### src/design/sadc_map.svh
// offsets, field positions, reset values and timing counts of the
// converter sequencer; definitions only, included by sadc_top
`ifndef SADC_MAP_SVH
`define SADC_MAP_SVH
// register byte offsets
`define SADC_OFF_MODE 8'h00
`define SADC_OFF_CHAN 8'h04
`define SADC_OFF_PIN 8'h08
`define SADC_OFF_RESULT 8'h0c
`define SADC_OFF_RESULT_HI 8'h10
`define SADC_OFF_STATUS 8'h14
// converter_mode_reg fields
`define SADC_MODE_ENABLE_BIT 0
`define SADC_MODE_TIME_LSB 1
`define SADC_MODE_TIME_MSB 5
`define SADC_MODE_RUN_BIT 7
// channel_select_reg and pin_analog_config fields
`define SADC_CHAN_MSB 2
`define SADC_PIN_MSB 3
// reset values
`define SADC_MODE_RESET 8'h00
`define SADC_CHAN_RESET 3'h0
`define SADC_PIN_RESET 4'h0
`define SADC_RESULT_RESET 16'h0000
`define SADC_RESULT_HI_RESET 8'h00
// search
`define SADC_FIRST_TRIAL 10'h200
`define SADC_RESULT_PAD 6'h00
// timing
`define SADC_CLOCK_NS 40
`define SADC_TRIAL_MIN 6'h02
`define SADC_SAMPLE_TRIALS 2'h2
`define SADC_SETTLE_NS 1000
`define SADC_SETTLE_CYCLES \
  ((`SADC_SETTLE_NS + `SADC_CLOCK_NS - 1) / `SADC_CLOCK_NS)
// bus answers
`define SADC_RESP_OKAY 2'h0
`define SADC_RESP_SLVERR 2'h2
`endif

### src/design/sadc_pkg.sv
// types of the converter sequencer, imported by sadc_top only
// assumes sadc_map.svh supplies all numeric constants
package sadc_pkg;
  typedef enum logic [1:0]
  {
    st_idle = 2'b00,
    st_sample = 2'b01,
    st_convert = 2'b11
  } sadc_state_type;

  typedef enum logic [2:0]
  {
    sel_mode,
    sel_chan,
    sel_pin,
    sel_result,
    sel_result_hi,
    sel_status,
    sel_none
  } sadc_sel_type;
endpackage

### src/design/sadc_trial_timer.sv
// trial period timer: one tick per trial period
// assumes i_period of at least two clocks
`timescale 1ns/100ps
module sadc_trial_timer
(
  // clock and reset
  input wire logic i_clock,
  input wire logic i_sys_rst,
  // control
  input wire logic i_restart,
  input wire logic [5:0] i_period,
  // tick
  output logic o_tick
);
  logic [5:0] count_reg;

  assign o_tick = (count_reg == i_period - 6'h01);

  always_ff @(posedge i_clock or posedge i_sys_rst)
  begin
    if (i_sys_rst)
      count_reg <= 6'h00;
    else if (i_restart || o_tick)
      count_reg <= 6'h00;
    else
      count_reg <= count_reg + 6'h01;
  end
endmodule

### src/design/sadc_approx_search.sv
// approximation register: binary search from the top bit down
// assumes i_comp_ge is high when the held input is at or above the tap
`timescale 1ns/100ps
`include "sadc_map.svh"
module sadc_approx_search
(
  // clock and reset
  input wire logic i_clock,
  input wire logic i_sys_rst,
  // control
  input wire logic i_start,
  input wire logic i_step,
  input wire logic i_comp_ge,
  // state
  output logic [9:0] o_code,
  output logic [9:0] o_decided,
  output logic o_last
);
  logic [9:0] trial_bit_reg;

  assign o_last = trial_bit_reg[0];
  // code with the current trial bit resolved
  assign o_decided = i_comp_ge ? o_code : (o_code & ~trial_bit_reg);

  always_ff @(posedge i_clock or posedge i_sys_rst)
  begin
    if (i_sys_rst)
    begin
      o_code <= 10'h000;
      trial_bit_reg <= 10'h000;
    end
    else if (i_start)
    begin
      o_code <= `SADC_FIRST_TRIAL;
      trial_bit_reg <= `SADC_FIRST_TRIAL;
    end
    else if (i_step)
    begin
      o_code <= o_decided | (trial_bit_reg >> 1);
      trial_bit_reg <= trial_bit_reg >> 1;
    end
  end
endmodule

### src/design/sadc_top.sv
// converter sequencer: axi4-lite registers, sampling, bit search, results
// assumes a synchronous comparator output and one 25 MHz clock
`timescale 1ns/100ps
`include "sadc_map.svh"
module sadc_top
(
  // clock and reset
  input wire logic i_clock,
  input wire logic i_sys_rst,
  // axi4-lite write address and data
  input wire logic [7:0] i_s_axi_awaddr,
  input wire logic i_s_axi_awvalid,
  output logic o_s_axi_awready,
  input wire logic [31:0] i_s_axi_wdata,
  input wire logic [3:0] i_s_axi_wstrb,
  input wire logic i_s_axi_wvalid,
  output logic o_s_axi_wready,
  // axi4-lite write response
  output logic [1:0] o_s_axi_bresp,
  output logic o_s_axi_bvalid,
  input wire logic i_s_axi_bready,
  // axi4-lite read
  input wire logic [7:0] i_s_axi_araddr,
  input wire logic i_s_axi_arvalid,
  output logic o_s_axi_arready,
  output logic [31:0] o_s_axi_rdata,
  output logic [1:0] o_s_axi_rresp,
  output logic o_s_axi_rvalid,
  input wire logic i_s_axi_rready,
  // analog side
  input wire logic i_comp_ge,
  output logic o_comparator_enable,
  output logic o_sampling,
  output logic o_hold,
  output logic [2:0] o_channel,
  output logic [9:0] o_tap_code,
  output logic [3:0] o_pin_analog_config,
  // completion
  output logic o_conversion_done_irq
);
  import sadc_pkg::*;

  function automatic sadc_sel_type decode(input logic [7:0] addr);
    logic [7:0] word;
    word = {addr[7:2], 2'b00};
    if (word == `SADC_OFF_MODE)
      decode = sel_mode;
    else if (word == `SADC_OFF_CHAN)
      decode = sel_chan;
    else if (word == `SADC_OFF_PIN)
      decode = sel_pin;
    else if (word == `SADC_OFF_RESULT)
      decode = sel_result;
    else if (word == `SADC_OFF_RESULT_HI)
      decode = sel_result_hi;
    else if (word == `SADC_OFF_STATUS)
      decode = sel_status;
    else
      decode = sel_none;
  endfunction

  // bus state
  logic aw_full_reg;
  logic w_full_reg;
  logic [7:0] aw_addr_reg;
  logic [7:0] w_data_reg;
  logic w_strb0_reg;
  // block state
  logic [7:0] converter_mode_reg;
  logic [2:0] channel_select_reg;
  logic [3:0] pin_analog_cfg_reg;
  logic [15:0] result_word_reg;
  logic [7:0] result_high_byte_reg;
  logic [4:0] settle_reg;
  logic [1:0] sample_cnt_reg;
  sadc_state_type state_reg;
  sadc_state_type state_next;

  logic aw_take;
  logic w_take;
  logic ar_take;
  logic do_write;
  logic aw_full_next;
  logic w_full_next;
  logic bvalid_next;
  logic rvalid_next;
  sadc_sel_type wr_sel;
  logic mode_wr;
  logic chan_wr;
  logic pin_wr;
  logic cfg_wr;
  logic run_now;
  logic start_conv;
  logic tick;
  logic sample_last;
  logic approx_start;
  logic approx_step;
  logic approx_last;
  logic [9:0] approx_code;
  logic [9:0] approx_decided;
  logic done;
  logic load;
  logic settled;
  logic [5:0] trial_period;
  logic [31:0] read_value;

  // write channel handshakes; address and data taken in either order
  assign aw_take = i_s_axi_awvalid && o_s_axi_awready;
  assign w_take = i_s_axi_wvalid && o_s_axi_wready;
  assign do_write = aw_full_reg && w_full_reg;
  assign aw_full_next = (aw_full_reg || aw_take) && !do_write;
  assign w_full_next = (w_full_reg || w_take) && !do_write;
  assign bvalid_next = do_write || (o_s_axi_bvalid && !i_s_axi_bready);
  assign ar_take = i_s_axi_arvalid && o_s_axi_arready;
  assign rvalid_next = ar_take || (o_s_axi_rvalid && !i_s_axi_rready);

  assign wr_sel = decode(aw_addr_reg);
  assign mode_wr = do_write && w_strb0_reg && (wr_sel == sel_mode);
  assign chan_wr = do_write && w_strb0_reg && (wr_sel == sel_chan);
  assign pin_wr = do_write && w_strb0_reg && (wr_sel == sel_pin);
  assign cfg_wr = mode_wr || chan_wr || pin_wr;

  always_ff @(posedge i_clock or posedge i_sys_rst)
  begin
    if (i_sys_rst)
    begin
      aw_full_reg <= 1'b0;
      w_full_reg <= 1'b0;
      aw_addr_reg <= 8'h00;
      w_data_reg <= 8'h00;
      w_strb0_reg <= 1'b0;
      o_s_axi_awready <= 1'b0;
      o_s_axi_wready <= 1'b0;
      o_s_axi_bvalid <= 1'b0;
      o_s_axi_bresp <= `SADC_RESP_OKAY;
    end
    else
    begin
      aw_full_reg <= aw_full_next;
      w_full_reg <= w_full_next;
      if (aw_take)
        aw_addr_reg <= i_s_axi_awaddr;
      if (w_take)
      begin
        w_data_reg <= i_s_axi_wdata[7:0];
        w_strb0_reg <= i_s_axi_wstrb[0];
      end
      o_s_axi_awready <= !aw_full_next && !bvalid_next;
      o_s_axi_wready <= !w_full_next && !bvalid_next;
      o_s_axi_bvalid <= bvalid_next;
      if (do_write)
        o_s_axi_bresp <= (wr_sel == sel_none) ? `SADC_RESP_SLVERR
                                              : `SADC_RESP_OKAY;
    end
  end

  // configuration registers
  always_ff @(posedge i_clock or posedge i_sys_rst)
  begin
    if (i_sys_rst)
    begin
      converter_mode_reg <= `SADC_MODE_RESET;
      channel_select_reg <= `SADC_CHAN_RESET;
      pin_analog_cfg_reg <= `SADC_PIN_RESET;
    end
    else
    begin
      if (mode_wr)
        converter_mode_reg <= w_data_reg & 8'hbf;
      if (chan_wr)
        channel_select_reg <= w_data_reg[`SADC_CHAN_MSB:0];
      if (pin_wr)
        pin_analog_cfg_reg <= w_data_reg[`SADC_PIN_MSB:0];
    end
  end

  // comparator settle indication after enable
  always_ff @(posedge i_clock or posedge i_sys_rst)
  begin
    if (i_sys_rst)
      settle_reg <= 5'h00;
    else if (!converter_mode_reg[`SADC_MODE_ENABLE_BIT])
      settle_reg <= 5'h00;
    else if (!settled)
      settle_reg <= settle_reg + 5'h01;
  end
  assign settled = (settle_reg == 5'(`SADC_SETTLE_CYCLES));

  // read path; value sampled at acceptance, before any same-edge load
  always_comb
  begin
    read_value = 32'h0000_0000;
    case (decode(i_s_axi_araddr))
      sel_mode: read_value[7:0] = converter_mode_reg;
      sel_chan: read_value[2:0] = channel_select_reg;
      sel_pin: read_value[3:0] = pin_analog_cfg_reg;
      sel_result: read_value[15:0] = result_word_reg;
      sel_result_hi: read_value[7:0] = result_high_byte_reg;
      sel_status: read_value[3:0] = {settled, o_hold, state_reg};
      default: read_value = 32'h0000_0000;
    endcase
  end

  always_ff @(posedge i_clock or posedge i_sys_rst)
  begin
    if (i_sys_rst)
    begin
      o_s_axi_arready <= 1'b0;
      o_s_axi_rvalid <= 1'b0;
      o_s_axi_rdata <= 32'h0000_0000;
      o_s_axi_rresp <= `SADC_RESP_OKAY;
    end
    else
    begin
      o_s_axi_arready <= !rvalid_next;
      o_s_axi_rvalid <= rvalid_next;
      if (ar_take)
      begin
        o_s_axi_rdata <= read_value;
        o_s_axi_rresp <= (decode(i_s_axi_araddr) == sel_none)
                         ? `SADC_RESP_SLVERR : `SADC_RESP_OKAY;
      end
    end
  end

  // sequencer
  assign run_now = mode_wr ? w_data_reg[`SADC_MODE_RUN_BIT]
                           : converter_mode_reg[`SADC_MODE_RUN_BIT];
  assign start_conv = run_now && ((state_reg == st_idle) || chan_wr);
  assign trial_period = {1'b0,
    converter_mode_reg[`SADC_MODE_TIME_MSB:`SADC_MODE_TIME_LSB]}
    + `SADC_TRIAL_MIN;
  assign sample_last = (sample_cnt_reg == `SADC_SAMPLE_TRIALS - 2'h1);

  always_comb
  begin
    state_next = state_reg;
    if (!run_now)
      state_next = st_idle;
    else if (start_conv)
      state_next = st_sample;
    else if (tick && (state_reg == st_sample) && sample_last)
      state_next = st_convert;
    else if (tick && (state_reg == st_convert) && approx_last)
      state_next = st_sample;
  end

  assign approx_start = (state_reg == st_sample) &&
                        (state_next == st_convert);
  assign approx_step = (state_reg == st_convert) &&
                       (state_next == st_convert) && tick;
  assign done = (state_reg == st_convert) && tick && approx_last &&
                run_now && !chan_wr;
  assign load = done && !cfg_wr;

  always_ff @(posedge i_clock or posedge i_sys_rst)
  begin
    if (i_sys_rst)
      state_reg <= st_idle;
    else
      state_reg <= state_next;
  end

  // sampling period counted inside the conversion time
  always_ff @(posedge i_clock or posedge i_sys_rst)
  begin
    if (i_sys_rst)
      sample_cnt_reg <= 2'h0;
    else if ((state_reg != st_sample) || start_conv)
      sample_cnt_reg <= 2'h0;
    else if (tick)
      sample_cnt_reg <= sample_cnt_reg + 2'h1;
  end

  sadc_trial_timer u_timer
  (
    .i_clock(i_clock),
    .i_sys_rst(i_sys_rst),
    .i_restart(start_conv),
    .i_period(trial_period),
    .o_tick(tick)
  );

  sadc_approx_search u_search
  (
    .i_clock(i_clock),
    .i_sys_rst(i_sys_rst),
    .i_start(approx_start),
    .i_step(approx_step),
    .i_comp_ge(i_comp_ge),
    .o_code(approx_code),
    .o_decided(approx_decided),
    .o_last(approx_last)
  );

  // results and completion pulse
  always_ff @(posedge i_clock or posedge i_sys_rst)
  begin
    if (i_sys_rst)
    begin
      result_word_reg <= `SADC_RESULT_RESET;
      result_high_byte_reg <= `SADC_RESULT_HI_RESET;
      o_conversion_done_irq <= 1'b0;
    end
    else
    begin
      o_conversion_done_irq <= load;
      if (load)
      begin
        result_word_reg <= {approx_decided, `SADC_RESULT_PAD};
        result_high_byte_reg <= approx_decided[9:2];
      end
    end
  end

  // analog side outputs
  always_ff @(posedge i_clock or posedge i_sys_rst)
  begin
    if (i_sys_rst)
    begin
      o_comparator_enable <= 1'b0;
      o_sampling <= 1'b0;
      o_hold <= 1'b0;
      o_channel <= `SADC_CHAN_RESET;
      o_pin_analog_config <= `SADC_PIN_RESET;
    end
    else
    begin
      o_comparator_enable <= mode_wr ? w_data_reg[`SADC_MODE_ENABLE_BIT]
        : converter_mode_reg[`SADC_MODE_ENABLE_BIT];
      o_sampling <= (state_next == st_sample);
      o_hold <= (state_next == st_convert);
      o_channel <= chan_wr ? w_data_reg[`SADC_CHAN_MSB:0]
                           : channel_select_reg;
      o_pin_analog_config <= pin_wr ? w_data_reg[`SADC_PIN_MSB:0]
                                    : pin_analog_cfg_reg;
    end
  end
  assign o_tap_code = approx_code;

  a_irq_one_clock: assert property (@(posedge i_clock) disable iff (i_sys_rst)
    o_conversion_done_irq |=> !o_conversion_done_irq)
    else $error("done pulse longer than one clock");
  a_irq_with_load: assert property (@(posedge i_clock) disable iff (i_sys_rst)
    load |=> o_conversion_done_irq &&
    result_word_reg[15:6] == $past(approx_decided))
    else $error("result not latched with done pulse");
  a_word_left_just: assert property (@(posedge i_clock)
    disable iff (i_sys_rst)
    result_word_reg[5:0] == 6'h00 &&
    result_word_reg[15:8] == result_high_byte_reg)
    else $error("result word and high byte disagree");
  a_run_clear_halt: assert property (@(posedge i_clock)
    disable iff (i_sys_rst)
    mode_wr && !w_data_reg[7] |=> state_reg == st_idle && !o_hold
    ##1 $stable(result_word_reg))
    else $error("conversion not halted by run clear");
  a_chan_restart: assert property (@(posedge i_clock) disable iff (i_sys_rst)
    chan_wr && run_now |=> state_reg == st_sample && o_sampling
    && !o_conversion_done_irq)
    else $error("channel write did not restart");
  a_first_trial_half: assert property (@(posedge i_clock)
    disable iff (i_sys_rst)
    approx_start |=> o_tap_code == 10'h200 && o_hold)
    else $error("first trial not at half tap");
  a_second_trial_tap: assert property (@(posedge i_clock)
    disable iff (i_sys_rst)
    approx_step && o_tap_code == 10'h200 |=>
    o_tap_code[8] && o_tap_code[9] == $past(i_comp_ge))
    else $error("second trial tap wrong");
  a_cfg_write_wins: assert property (@(posedge i_clock)
    disable iff (i_sys_rst)
    done && cfg_wr |=> !o_conversion_done_irq &&
    $stable(result_word_reg))
    else $error("completion not suppressed by config write");
  a_enable_follows: assert property (@(posedge i_clock)
    disable iff (i_sys_rst)
    mode_wr |=> o_comparator_enable == $past(w_data_reg[0]))
    else $error("comparator enable does not follow mode");
  a_sample_then_hold: assert property (@(posedge i_clock)
    disable iff (i_sys_rst)
    $rose(o_hold) |-> $past(o_sampling, 2) && tick == 1'b0)
    else $error("hold not preceded by sampling");
endmodule

### config.mk
export PLATFORM = sky130hd
export DESIGN_NAME = sadc_top
export DESIGN_NICKNAME = d
export VERILOG_FILES = /design/src/design/sadc_pkg.sv /design/src/design/sadc_trial_timer.sv /design/src/design/sadc_approx_search.sv /design/src/design/sadc_top.sv
export VERILOG_INCLUDE_DIRS = /design/src /design/src/design
export SDC_FILE = /design/constraint.sdc
export NUM_CORES = 1
export LEC_CHECK = 0
export BUFFER_PORTS_ARGS = -buffer_cell sky130_fd_sc_hd__buf_2
export CAP_MARGIN = 10
export CORE_UTILIZATION = 58
export CTS_CLUSTER_SIZE = 30
export DETAILED_ROUTE_END_ITERATION = 6
export PLACE_DENSITY_LB_ADDON = 0.1
export SYNTH_ARGS = -nofsm -noshare
export SYNTH_HDL_FRONTEND = slang
export SYNTH_SLANG_ARGS = --single-unit
### constraint.sdc
create_clock -name i_clock -period 7.6 [get_ports i_clock]
set_input_delay 0.76 -clock i_clock [delete_from_list [all_inputs] [get_ports i_clock]]
set_output_delay 0.76 -clock i_clock [all_outputs]
set_load 0.02 [all_outputs]
==> qor.yml <==
run_status:
  status: "complete, no violations"
final_layout:
  final_cell_mix: "dfrtp_1, buf_2, mux2_2"
  fin_cells: 609
  drive_gt1_share_pct: 27.2
  nets: 564
  largest_reg_flops: 16
  antenna_cells: 0
  area_growth_pct: 10.0
  layout_commonest_cell: "dfrtp_1"
drt:
  dr.max_layer_used: "met4"
  wl_um: 10500
  drt-met1-wl_um: 4910
  wl_met3_um: 594
  routed-wl-met2_um: 4850
  final_antenna_net_count: 0
  remaining_drc_errors: 0
  drt_iter0_drc: 275
  viasPerCell: 5.95
  via_count: 3623
  wl_per_cell_um: 17.2
  firstDrtPassIters: 5
hold_path:
  hp-class: "input pin to asynchronous set/reset pin"
sta:
  worst_pin_slew_ns: 1.04
  max_freq_mhz: 295
  period_minus_slack_ns: 3.40
  grt_setup_unrepaired: "no"
  skew_ns: 0.0148
  fin_crit_sh_pct: 44.7
  setup_viol: 0
  max_slew_margin_pct: 30.6
  slew_violations: 0
  setup_tns_ns: 0
  fin_ws_ns: 4.20
  hold_viol: 0
worst_setup_path:
  worstSetupStartpointType: "register"
  required_ns: 7.79
  critPathBufInv: 0
  r2r_end: "u_search.o_code[3]$_DFFE_PP0P_"
  r2r_slack_ns: 4.20
  r2r_start: "converter_mode_reg[1]$_DFFE_PP0N_"
  crit_path_end_kind: "register"
  path_max_fanout: 23
  worstPathArrival_ns: 3.59
  cp_slowest_stage_delay_ns: 1.18
  path_delay_family: "simple AND/OR/NAND/NOR gates"
  rr_worst_depth: 6
  path_class: "register to register"
  crit_slowest_cell: "nor4_4"
  worstPathCellList: "ha_1, xor2_1, nor2_1, nand4_1, nor4_4, a21oi_1"
yosys:
  synth_top_area_cell: "dfrtp_1"
  synth_area_leaders: "dfrtp_1, mux2_2, buf_4"
  synth-edff-count: 0
  ys_ff_latch: 102
  synth_top_area_share_pct: 51.6
  syn_area_sq_um: 4950
  yosysWarnings: 0
  syn_area_per_cell_sq_um: 11.2
  syn_inst: 441
  synthArstFlopShare_pct: 100
  yosysSeqAreaShare_pct: 51.6
  ys.flop_type: "dfrtp_1"
  yosysUniqueCellTypes: 58
placement:
  hpwl_um: 7370
  place_inst: 593
  dp_slack_ns: 4.26
  portBuffers: 71
  finalWeightedCongestion: 0.818
cts:
  cts_tree: "built"
  clkTransAtPathRegs_ns: 0.11
  holdBufCountCts: 0
  cts_max_path_buffers: 2
  clk_latency_ns: 0.37
  clockRootBuffer: "clkbuf_8"
  cts_resized: 0
  h-tree-depth: 3
  numClockSinks: 102
  cts_made_buffers: 9
  cts_setup_buffers: 0
floorplanning:
  ios: 122
  initial_utilization_pct: 60.2
  die_w_um: 94.3
  die_area_sq_um: 8900
  rows: 33
  die_h_um: 94.3
  core_sq_um: 8220
global_routing:
  grt_start_max_net_pins: 72
  overflow: 0
  grt_pass1_vias: 3488
  antenna_found_initial: 0
  grt_pass1_wl_um: 17400
  track_usage_pct: 25.5
power_and_ir_drop:
  cellLeakagePower_nw: 2.53
  power_density_nw_per_um2: 289
  ir_worst_vdd_uv: 268
job:
  maxCapViolCount: 0
-- cell type report --
cell class / instances / area [sq um]
clock buffer: 10 / 128
timing repair buffer: 72 / 363
sequential: 102 / 2550
inverter: 9 / 36.3
tap: 105 / 131
multi-input combinational: 305 / 2180
fill: 689 / 2770
clock inverter: 6 / 53.8
-- how the worst max path moves through the flow --
| stage | startpoint | to | cells after the start |
|---|---|---|---|
| after floorplan | i_sys_rst | aw_addr_reg[2]$_DFFE_PP0P_ | 1 |
| after global placement | converter_mode_reg[1]$_DFFE_PP0N_ | u_search.o_code[3]$_DFFE_PP0P_ | 6 |
| after detailed placement | converter_mode_reg[1]$_DFFE_PP0N_ | u_search.trial_bit_reg[4]$_DFFE_PP0P_ | 6 |
| after CTS | converter_mode_reg[1]$_DFFE_PP0N_ | u_search.o_code[3]$_DFFE_PP0P_ | 6 |
| after global routing | converter_mode_reg[1]$_DFFE_PP0N_ | u_search.trial_bit_reg[6]$_DFFE_PP0P_ | 6 |
| final | converter_mode_reg[1]$_DFFE_PP0N_ | u_search.o_code[3]$_DFFE_PP0P_ | 6 |
-- logic make-up after synthesis --
family                     synth area share [%]
AOI/OAI and AO/OA                          14.5
adders and majority gates                  1.26
xor gates and xnor gates                   2.30
and+or+nand+nor                            14.2
muxes                                      10.3
other                                    0.0758
DFF                                        51.6
buffers and inverters                      5.64
-- metal layers --
metal / GRT usage [%] / up-vias
met4: 7.69 / 0
met1: 36.6 / 1767
met5: 0 / -
li1: - / 1715
met3: 4.03 / 12
met2: 40.2 / 129
-- through the flow --
stage                     utilization [%]  area, sq um  hold WS, ns  total power, mW
final                                66.2         5440        0.359             1.57
after global placement               64.0         5260        0.461             1.24
after detailed placement             64.0         5260        0.465             1.26
after floorplan                         -         5010        0.460             1.15
after CTS                            66.2         5440        0.365             1.58
after global routing                 66.2         5440        0.394             1.67
-- worst reg2reg max path, cell delays in order, from the launching register on --
cell and delay (ns):
dfrtp_1 0.49, ha_1 0.34, xor2_1 0.16, nor2_1 0.15, nand4_1 0.83, nor4_4 1.18, a21oi_1 0.09
-- report_power, final --
part,switching [mW],internal (mW)
registers,0.112,0.637
clock network,0.197,0.125
logic,0.336,0.166
-- synth_stat cells, types with 5 or more instances --
master / count
a21boi_0: 9
a21oi_1: 20
a22o_1: 12
a22oi_1: 6
buf_4: 18
clkbuf_1: 18
dfrtp_1: 102
ha_1: 5
inv_1: 9
mux2_2: 40
mux2i_1: 6
nand2_1: 31
nand3_1: 16
nand4_1: 13
nor2_1: 11
nor2b_1: 6
nor3_1: 11
o21ai_0: 15
o31ai_1: 9
o41ai_1: 9
xnor2_1: 7
xor2_1: 6
Note: power is estimated with default switching activity, not from simulation.
